## config.mk

```make
export PLATFORM = sky130hd
export DESIGN_NAME = dct_cke_odt_ctl
export DESIGN_NICKNAME = d
export VERILOG_FILES = /design/src/inc/dct_pkg.sv /design/src/core/dct_cke_odt_ctl.sv
export SDC_FILE = /design/constraint.sdc
export NUM_CORES = 1
export LEC_CHECK = 0
export BUFFER_PORTS_ARGS = -buffer_cell sky130_fd_sc_hd__buf_2
export CAP_MARGIN = 20
export CORE_ASPECT_RATIO = 1.5
export CORE_MARGIN = 2
export CORE_UTILIZATION = 45
export CTS_BUF_LIST = sky130_fd_sc_hd__clkbuf_8
export DETAILED_ROUTE_END_ITERATION = 6
export GPL_TIMING_DRIVEN = 1
export PLACE_DENSITY = 0.67
export SETUP_SLACK_MARGIN = 0.02
export SLEW_MARGIN = 20
export SYNTH_ARGS = -nofsm -noshare
export SYNTH_HDL_FRONTEND = slang
export SYNTH_SLANG_ARGS = --single-unit
```

## constraint.sdc

```tcl
create_clock -name CLK_SYS_I -period 2.5 [get_ports CLK_SYS_I]
set_clock_uncertainty 0.2 [all_clocks]
set_input_delay 0.25 -clock CLK_SYS_I [delete_from_list [all_inputs] [get_ports CLK_SYS_I]]
set_output_delay 0.25 -clock CLK_SYS_I [all_outputs]
set_load 0.03 [all_outputs]
```

## src/inc/dct_pkg.sv

```systemverilog
// Overview of operation
// - CKE falling outside a legal entry is a reset; mode state is wiped.
// - During reset every input except CKE is ignored.
// - A read burst cut by reset may finish once CKE returns high.
// - ODT acts only after termination is enabled and 12ns tMOD elapsed.
// - Termination timing is synchronous or asynchronous, chosen by power state and by entry and exit timing.
// - Termination never switches in self refresh; ODT frozen there.
// - CKE high or fast-exit power-down uses synchronous ODT delays.
// - Slow-exit or precharge power-down uses asynchronous ODT delays.
// - ODT falling too close before power-down entry uses async delay.
// - ODT rising too close before power-down entry uses async delay.
// - ODT falling within tAXPD of any power-down exit uses async delay.
// - ODT rising soon after slow or precharge exit uses async delay.
// - Extended mode write of A6/A2 changes nominal Rtt within tMOD.
package dct_pkg;

	// Power states of the device.
	typedef enum logic [2:0] {
		ST_ACTIVE,
		ST_PD_FAST,
		ST_PD_SLOW,
		ST_PD_PRE,
		ST_SELF_REF,
		ST_RESET
	} dct_state_t;

	// Command encodings as {CS#, RAS#, CAS#, WE#}.
	localparam logic [3:0] CMD_LM   = 4'h0;
	localparam logic [3:0] CMD_REF  = 4'h1;
	localparam logic [3:0] CMD_PRE  = 4'h2;
	localparam logic [3:0] CMD_ACT  = 4'h3;
	localparam logic [3:0] CMD_RD   = 4'h5;
	localparam logic [3:0] CMD_NOP  = 4'h7;

	// Mode register selection on the bank address and field positions.
	localparam logic [2:0] BA_MR      = 3'h0;
	localparam logic [2:0] BA_EMR     = 3'h1;
	localparam int         MR_PD_BIT  = 12;
	localparam int         EMR_RTT_HI = 6;
	localparam int         EMR_RTT_LO = 2;

	// Reset values of the mode state.
	localparam logic [1:0] RTT_RST     = 2'h0;
	localparam logic       MR_PD_RST   = 1'b0;
	localparam logic [7:0] AGE_SAT     = 8'hff;

	// Clock and mode update delay.
	localparam int         CLK_PERIOD_NS = 5;
	localparam int         T_MOD_NS      = 12;
	localparam logic [7:0] MOD_CYC =
		8'((T_MOD_NS + CLK_PERIOD_NS - 1) / CLK_PERIOD_NS);

	// Termination timing counts in clocks, plain defaults.
	localparam logic [7:0] AOND_CYC  = 8'h02;
	localparam logic [7:0] AOFD_CYC  = 8'h03;
	localparam logic [7:0] AONPD_CYC = 8'h04;
	localparam logic [7:0] AOFPD_CYC = 8'h04;
	localparam logic [7:0] ANPD_CYC  = 8'h03;
	localparam logic [7:0] AXPD_CYC  = 8'h08;
	localparam logic [7:0] CKE_MIN_CYC = 8'h03;

endpackage

```

## src/core/dct_cke_odt_ctl.sv

```systemverilog
module dct_cke_odt_ctl
	import dct_pkg::*;
#(
	parameter int BURST_LEN_P = 4
) (
	// Clock and reset.
	input  wire logic        CLK_SYS_I,
	input  wire logic        RST_N_I,
	// Control pins from the controller.
	input  wire logic        CKE_I,
	input  wire logic        ODT_I,
	input  wire logic        CS_N_I,
	input  wire logic        RAS_N_I,
	input  wire logic        CAS_N_I,
	input  wire logic        WE_N_I,
	input  wire logic [2:0]  BA_I,
	input  wire logic [13:0] ADDR_I,
	// Termination and state outputs.
	output logic             RTT_ON_O,
	output logic [1:0]       RTT_VAL_O,
	output logic             ODT_READY_O,
	output logic             ODT_ASYNC_O,
	output logic [2:0]       PWR_STATE_O,
	output logic             IN_RESET_O,
	output logic             READ_BURST_O
);

	// Only burst lengths of four and eight are served.
	if (BURST_LEN_P != 4 && BURST_LEN_P != 8) begin : g_chk
		$error("BURST_LEN_P must be 4 or 8.");
	end

	localparam logic [7:0] BURST_CYC = 8'(BURST_LEN_P / 2);

	dct_state_t  state_reg;
	dct_state_t  state_next;
	logic        bank_open_reg;
	logic        mr_slow_reg;
	logic [7:0]  burst_cnt_reg;
	logic [1:0]  rtt_pend_reg;
	logic [1:0]  rtt_val_reg;
	logic [7:0]  mod_cnt_reg;
	logic        odt_ready_reg;
	logic        odt_prev_reg;
	logic [7:0]  odt_age_reg;
	logic [7:0]  exit_age_reg;
	logic        exit_slow_reg;
	logic [7:0]  dly_cnt_reg;
	logic        target_reg;
	logic        rtt_on_reg;
	logic        async_reg;

	logic [3:0]  cmd;
	logic        cmd_take;
	logic        idle_cmd;
	logic        enter_reset;
	logic        pd_entry;
	logic        pd_exit;
	logic        emr_write;
	logic        odt_acc;
	logic        exit_near;
	logic        edge_async;

	// Commands count only in active state with CKE high.
	assign cmd       = {CS_N_I, RAS_N_I, CAS_N_I, WE_N_I};
	assign cmd_take  = state_reg == ST_ACTIVE && CKE_I && !CS_N_I;
	assign idle_cmd  = CS_N_I || cmd == CMD_NOP;
	assign emr_write = cmd_take && cmd == CMD_LM && BA_I == BA_EMR;

	// A CKE drop with a running burst, or with a command other than NOP, deselect or a legal self-refresh entry, is a reset.
	assign enter_reset = state_reg == ST_ACTIVE && !CKE_I &&
		state_next == ST_RESET;
	assign pd_entry = state_reg == ST_ACTIVE && !CKE_I &&
		(state_next == ST_PD_FAST || state_next == ST_PD_SLOW ||
		 state_next == ST_PD_PRE);
	assign pd_exit = CKE_I && (state_reg == ST_PD_FAST ||
		state_reg == ST_PD_SLOW || state_reg == ST_PD_PRE);

	// ODT changes are taken only once enabled and outside reset and refresh.
	assign odt_acc = odt_ready_reg && ODT_I != odt_prev_reg &&
		state_reg != ST_SELF_REF && state_reg != ST_RESET;
	assign exit_near = state_reg == ST_ACTIVE && exit_age_reg < AXPD_CYC;

	// Timing class of an accepted ODT change.
	always_comb begin
		edge_async = 1'b0;
		if (state_reg == ST_PD_SLOW || state_reg == ST_PD_PRE) begin
			edge_async = 1'b1;
		end else if (pd_entry) begin
			edge_async = 1'b1;
		end else if (exit_near && !ODT_I) begin
			edge_async = 1'b1;
		end else if (exit_near && exit_slow_reg) begin
			edge_async = 1'b1;
		end
	end

	// Next power state from CKE and the command on the pins.
	always_comb begin
		state_next = state_reg;
		case (state_reg)
			ST_ACTIVE: begin
				if (!CKE_I) begin
					if (!CS_N_I && cmd == CMD_REF && !bank_open_reg &&
					    burst_cnt_reg == 8'h00) begin
						state_next = ST_SELF_REF;
					end else if (idle_cmd && burst_cnt_reg == 8'h00) begin
						if (!bank_open_reg) begin
							state_next = ST_PD_PRE;
						end else if (mr_slow_reg) begin
							state_next = ST_PD_SLOW;
						end else begin
							state_next = ST_PD_FAST;
						end
					end else begin
						state_next = ST_RESET;
					end
				end
			end
			ST_PD_FAST, ST_PD_SLOW, ST_PD_PRE, ST_SELF_REF, ST_RESET: begin
				if (CKE_I) begin
					state_next = ST_ACTIVE;
				end
			end
			default: state_next = ST_ACTIVE;
		endcase
	end

	// Power state register.
	always_ff @(posedge CLK_SYS_I) begin
		if (!RST_N_I) begin
			state_reg <= ST_ACTIVE;
		end else begin
			state_reg <= state_next;
		end
	end

	// Open-bank tracking and the power-down exit kind in bit 12.
	always_ff @(posedge CLK_SYS_I) begin
		if (!RST_N_I || enter_reset) begin
			bank_open_reg <= 1'b0;
			mr_slow_reg   <= MR_PD_RST;
		end else if (cmd_take) begin
			if (cmd == CMD_ACT) begin
				bank_open_reg <= 1'b1;
			end else if (cmd == CMD_PRE) begin
				bank_open_reg <= 1'b0;
			end else if (cmd == CMD_LM && BA_I == BA_MR) begin
				mr_slow_reg <= ADDR_I[MR_PD_BIT];
			end
		end
	end

	// Read burst counter; frozen while CKE is low, resumes afterwards.
	always_ff @(posedge CLK_SYS_I) begin
		if (!RST_N_I) begin
			burst_cnt_reg <= 8'h00;
		end else if (cmd_take && cmd == CMD_RD) begin
			burst_cnt_reg <= BURST_CYC;
		end else if (CKE_I && burst_cnt_reg != 8'h00) begin
			burst_cnt_reg <= burst_cnt_reg - 8'h01;
		end
	end

	// Extended mode write stages the Rtt value until tMOD elapses.
	always_ff @(posedge CLK_SYS_I) begin
		if (!RST_N_I || enter_reset) begin
			rtt_pend_reg  <= RTT_RST;
			rtt_val_reg   <= RTT_RST;
			mod_cnt_reg   <= 8'h00;
			odt_ready_reg <= 1'b0;
		end else if (emr_write) begin
			rtt_pend_reg  <= {ADDR_I[EMR_RTT_HI], ADDR_I[EMR_RTT_LO]};
			mod_cnt_reg   <= MOD_CYC;
			odt_ready_reg <= 1'b0;
		end else if (mod_cnt_reg == 8'h01) begin
			rtt_val_reg   <= rtt_pend_reg;
			mod_cnt_reg   <= 8'h00;
			odt_ready_reg <= rtt_pend_reg != RTT_RST;
		end else if (mod_cnt_reg != 8'h00) begin
			mod_cnt_reg <= mod_cnt_reg - 8'h01;
		end
	end

	// Ages since the last ODT change and the last power-down exit.
	always_ff @(posedge CLK_SYS_I) begin
		if (!RST_N_I || enter_reset) begin
			odt_prev_reg  <= 1'b0;
			odt_age_reg   <= AGE_SAT;
			exit_age_reg  <= AGE_SAT;
			exit_slow_reg <= 1'b0;
		end else begin
			if (odt_acc) begin
				odt_prev_reg <= ODT_I;
				odt_age_reg  <= 8'h00;
			end else if (odt_age_reg != AGE_SAT) begin
				odt_age_reg <= odt_age_reg + 8'h01;
			end
			if (pd_exit) begin
				exit_age_reg  <= 8'h00;
				exit_slow_reg <= state_reg != ST_PD_FAST;
			end else if (exit_age_reg != AGE_SAT) begin
				exit_age_reg <= exit_age_reg + 8'h01;
			end
		end
	end

	// Termination switch with synchronous or asynchronous delay.
	always_ff @(posedge CLK_SYS_I) begin
		if (!RST_N_I || enter_reset) begin
			dly_cnt_reg <= 8'h00;
			target_reg  <= 1'b0;
			rtt_on_reg  <= 1'b0;
			async_reg   <= 1'b0;
		end else if (!odt_ready_reg) begin
			dly_cnt_reg <= 8'h00;
			rtt_on_reg  <= 1'b0;
		end else if (odt_acc) begin
			target_reg <= ODT_I;
			async_reg  <= edge_async;
			if (edge_async) begin
				dly_cnt_reg <= ODT_I ? AONPD_CYC : AOFPD_CYC;
			end else begin
				dly_cnt_reg <= ODT_I ? AOND_CYC : AOFD_CYC;
			end
		end else if (pd_entry && dly_cnt_reg != 8'h00 &&
		             odt_age_reg < ANPD_CYC) begin
			async_reg   <= 1'b1;
			dly_cnt_reg <= target_reg ? AONPD_CYC : AOFPD_CYC;
		end else if (state_reg != ST_SELF_REF && dly_cnt_reg != 8'h00) begin
			dly_cnt_reg <= dly_cnt_reg - 8'h01;
			if (dly_cnt_reg == 8'h01) begin
				rtt_on_reg <= target_reg;
			end
		end
	end

	// Outputs from flip-flops; IN_RESET_O and READ_BURST_O decoded from them.
	assign RTT_ON_O     = rtt_on_reg;
	assign RTT_VAL_O    = rtt_val_reg;
	assign ODT_READY_O  = odt_ready_reg;
	assign ODT_ASYNC_O  = async_reg;
	assign PWR_STATE_O  = state_reg;
	assign IN_RESET_O   = state_reg == ST_RESET;
	assign READ_BURST_O = burst_cnt_reg != 8'h00;
endmodule

```

==> metrics.yaml <==
cells_and_area:
  finalInstanceArea_mm2: 0.00333
  fillers: 567
  final_util_pct: 55.1
  syn2layout_area_growth_pct: 19.8
  drive_gt1_share_pct: 21.6
  layout.nets: 398
  antenna-diode-count: 0
placed_design:
  hpwl_um: 4430
  gp_congestion: 0.794
  post-place-ws_ps: 21.0
  place_area_mm2: 0.00313
  place.port_buffers: 23
sta:
  fin_crit_sh_pct: 96.5
  fmax_mhz: 414
  worstMarginPinSlew_ps: 744
  hold_viol: 0
  fin_setup_tns_ps: 0
  rsz0062_at_grt: "true"
  period_minus_slack_ps: 2410
  maxSlewViolCount: 0
  slew_headroom_pct: 50.2
  finalSetupViolCount: 0
  setup_ws_ps: 86.5
hold_path:
  hp-class: "in -> reg"
  min_from: "ODT_I"
  whs_path_depth: 3
  hold_end: "odt_prev_reg"
synth:
  synth_compound_area_share_pct: 13.3
  synth_xor_area_share_pct: 8.19
  avgSynthCellArea_um2: 8.74
  synthCells: 318
  synth_mux_area_share_pct: 3.60
  netlist_top_cells_area: "dfxtp_1, xor2_1, nor3_1"
  synthDistinctLibCells: 60
  netlist_area_mm2: 0.00278
  yosysWarnings: 0
  synth.top_cell.area_share_pct: 39.6
  synth_seq_area_share_pct: 39.6
  synth_top_area_cell: "dfxtp_1"
  synth-edff-count: 0
  synth-main-ff-cell: "dfxtp_1"
  ys_ff_latch: 55
  yosys.area_share.simple_pct: 28.5
  synth_nets: 351
  async_flop_share_pct: 0
  synth-adder-area-share_pct: 3.60
  synth_top_family_by_area: "simple AND/OR/NAND/NOR gates"
drt:
  drt_iter0_drc: 112
  post_drt_wl_per_cell_um: 13.4
  drt-met1-wl_um: 2500
  num_vias: 2437
  drc_errors: 0
  ant_nets: 0
  wirelength_um: 5900
  wl_met3_um: 104
  via_per_inst: 5.54
  first_pass_iters: 4
  dr_wl_met2_um: 3200
  top_layer_used: "met4"
critical_path:
  cp_common_cell: "or4_4"
  rr_startpoint: "burst_cnt_reg[3]"
  reg2reg_depth: 5
  r2r-end: "dly_cnt_reg[0]"
  cp-start-kind: "flip-flop"
  crit_type: "reg -> reg"
  cp_cell_sequence: "or4_4 -> or4_4 -> o31ai_4 -> o22a_1 -> nor3_1"
  critical_path.top_delay_family: "simple AND/OR/NAND/NOR gates"
  crit_fanout: 5
  r2r_slack_ps: 90
  crit_arrival_ps: 2420
  endpoint_kind: "flip-flop"
  worstPathRequired_ps: 2500
  slowest_delay_ps: 600
  critPathBufInv: 0
  slowest_stage: "or4_4"
clock_tree:
  cts_made_buffers: 5
  cts_htree_levels: 2
  clockBufferDepth: 2
  clkTransAtPathRegs_ps: 100
  insertion_delay_ps: 310
  cts_root_buf: "clkbuf_8"
  cts_tree: "built"
  cts.sinks: 55
power:
  power_w: 0.00393
  combPwrFrac_pct: 53.6
  p_switching_w: 0.00161
  netSwitchingFraction_pct: 41.0
  p_int_w: 0.00232
  power_density_mw_per_mm2: 1180
  pwr-share-seq_pct: 34.0
  p_leak_nw: 1.32
  peakVddDrop_v: 0.000828
  clkPwrFrac_pct: 12.5
floorplanning:
  die-area_mm2: 0.00683
  die-width_um: 68.2
  initial_core_util_pct: 46.0
  num_io_pins: 35
  core_mm2: 0.00604
  row_count: 35
  die_y_um: 100
global_route:
  grt_pass1_vias: 2290
  grt_max_degree: 18
  grt_pass1_wl_um: 9890
  antenna_found_initial: 0
  overflow: 0
  grtUsageTotal_pct: 18.7
flow_run:
  cap_violations: 0
status:
  status: "finished clean"
==> area by class of cell <==
type	count	area [µm²]	share of cell area [%]
sequential	55	1110	33.3
multi-input combinational	242	1660	49.7
clock inverter	3	18.8	0.564
timing repair buffer	49	340	10.2
inverter	12	45.0	1.35
tap	74	92.6	2.78
clock buffer	5	68.8	2.07
==> layer usage <==
layer | global-route usage [%] | up-vias
li1 | - | 1243
met1 | 20.4 | 1161
met2 | 34.7 | 26
met3 | 3.36 | 7
met4 | 6.46 | 0
met5 | 0 | -
==> layout by cell type, fill, tap and decap left out, drive strengths merged, types with 4 or more instances in the layout <==
cell type,synthesis,layout
dfxtp,55,55
buf,1,46
nor2,33,33
nor3,25,25
o21ai,21,21
xor2,18,18
nand2,13,13
nand3,13,13
inv,12,13
mux2i,10,10
a21oi,9,9
xnor2,8,8
and3,8,8
ha,8,8
nor4,7,7
nand2b,5,5
nand4,5,5
clkbuf,8,5
or4,4,4
and2,4,4
==> worst max path at each step <==
stage	from	to	slack (ps)	cells after the start
after floorplan	PWR_STATE_O[0]	dly_cnt_reg[0]	5	7
after global placement	burst_cnt_reg[0]	dly_cnt_reg[5]	40	7
after detailed placement	burst_cnt_reg[0]	dly_cnt_reg[5]	20	7
after CTS	burst_cnt_reg[0]	READ_BURST_O	10	7
after global routing	burst_cnt_reg[3]	dly_cnt_reg[0]	7	5
final	burst_cnt_reg[3]	dly_cnt_reg[0]	90	5
==> cell families (layout without fill, tap and decap cells) <==
family	Yosys count	in the layout
simple gates	143	143
compound gates	55	55
flops	55	55
xor+xnor	26	26
buf+inv	21	69
mux	10	10
fa+ha+maj	8	8
==> through the flow <==
stage / cells / hold WS, ps
finish: 440 / 30.5
global route: 440 / 30.6
CTS: 437 / 20.7
floorplan: 318 / 197
global placement: 426 / 249
detailed placement: 426 / 250
==> power by group through the flow <==
stage	Combinational (W)	Clock, W	Sequential, W
floorplan	0.00146	0	0.00132
CTS	0.00199	0.000508	0.00132
global route	0.00236	0.000535	0.00137
global placement	0.00191	0	0.00134
finish	0.00210	0.000490	0.00133
detailed placement	0.00196	0	0.00134
==> timing repair <==
action,4_1_cts,5_1_grt
pin swaps,1,8
setup buffers,0,3
endpoints found under the setup margin,7,17
gates resized for setup,1,15
endpoints found under the hold margin,3,0
hold buffers,3,0
==> cell usage after synthesis, types with 2 or more instances <==
master,n
xnor2_1,8
or4_1,3
nor2b_1,3
or2_2,2
nand2b_1,5
nor3_1,25
o31ai_1,2
inv_1,12
a31oi_1,3
o21a_1,2
a21oi_1,8
o21ai_0,19
nor3b_1,2
dfxtp_1,55
clkbuf_1,7
and4b_1,3
nand3b_1,3
nor2_1,33
or3b_2,2
nor4_1,7
nand3_1,13
or4b_2,2
mux2i_1,10
nand4_1,5
and2_1,3
nand2_1,13
or3_1,2
a211oi_1,2
ha_1,8
and3_1,8
xor2_1,18
o21ai_1,2
==> tightest hold or removal path, cell delays in order <==
cell     delay [ps]
buf_2           140
nand3_1          70
a21oi_1          50
Note: power is estimated with default switching activity, not from simulation.
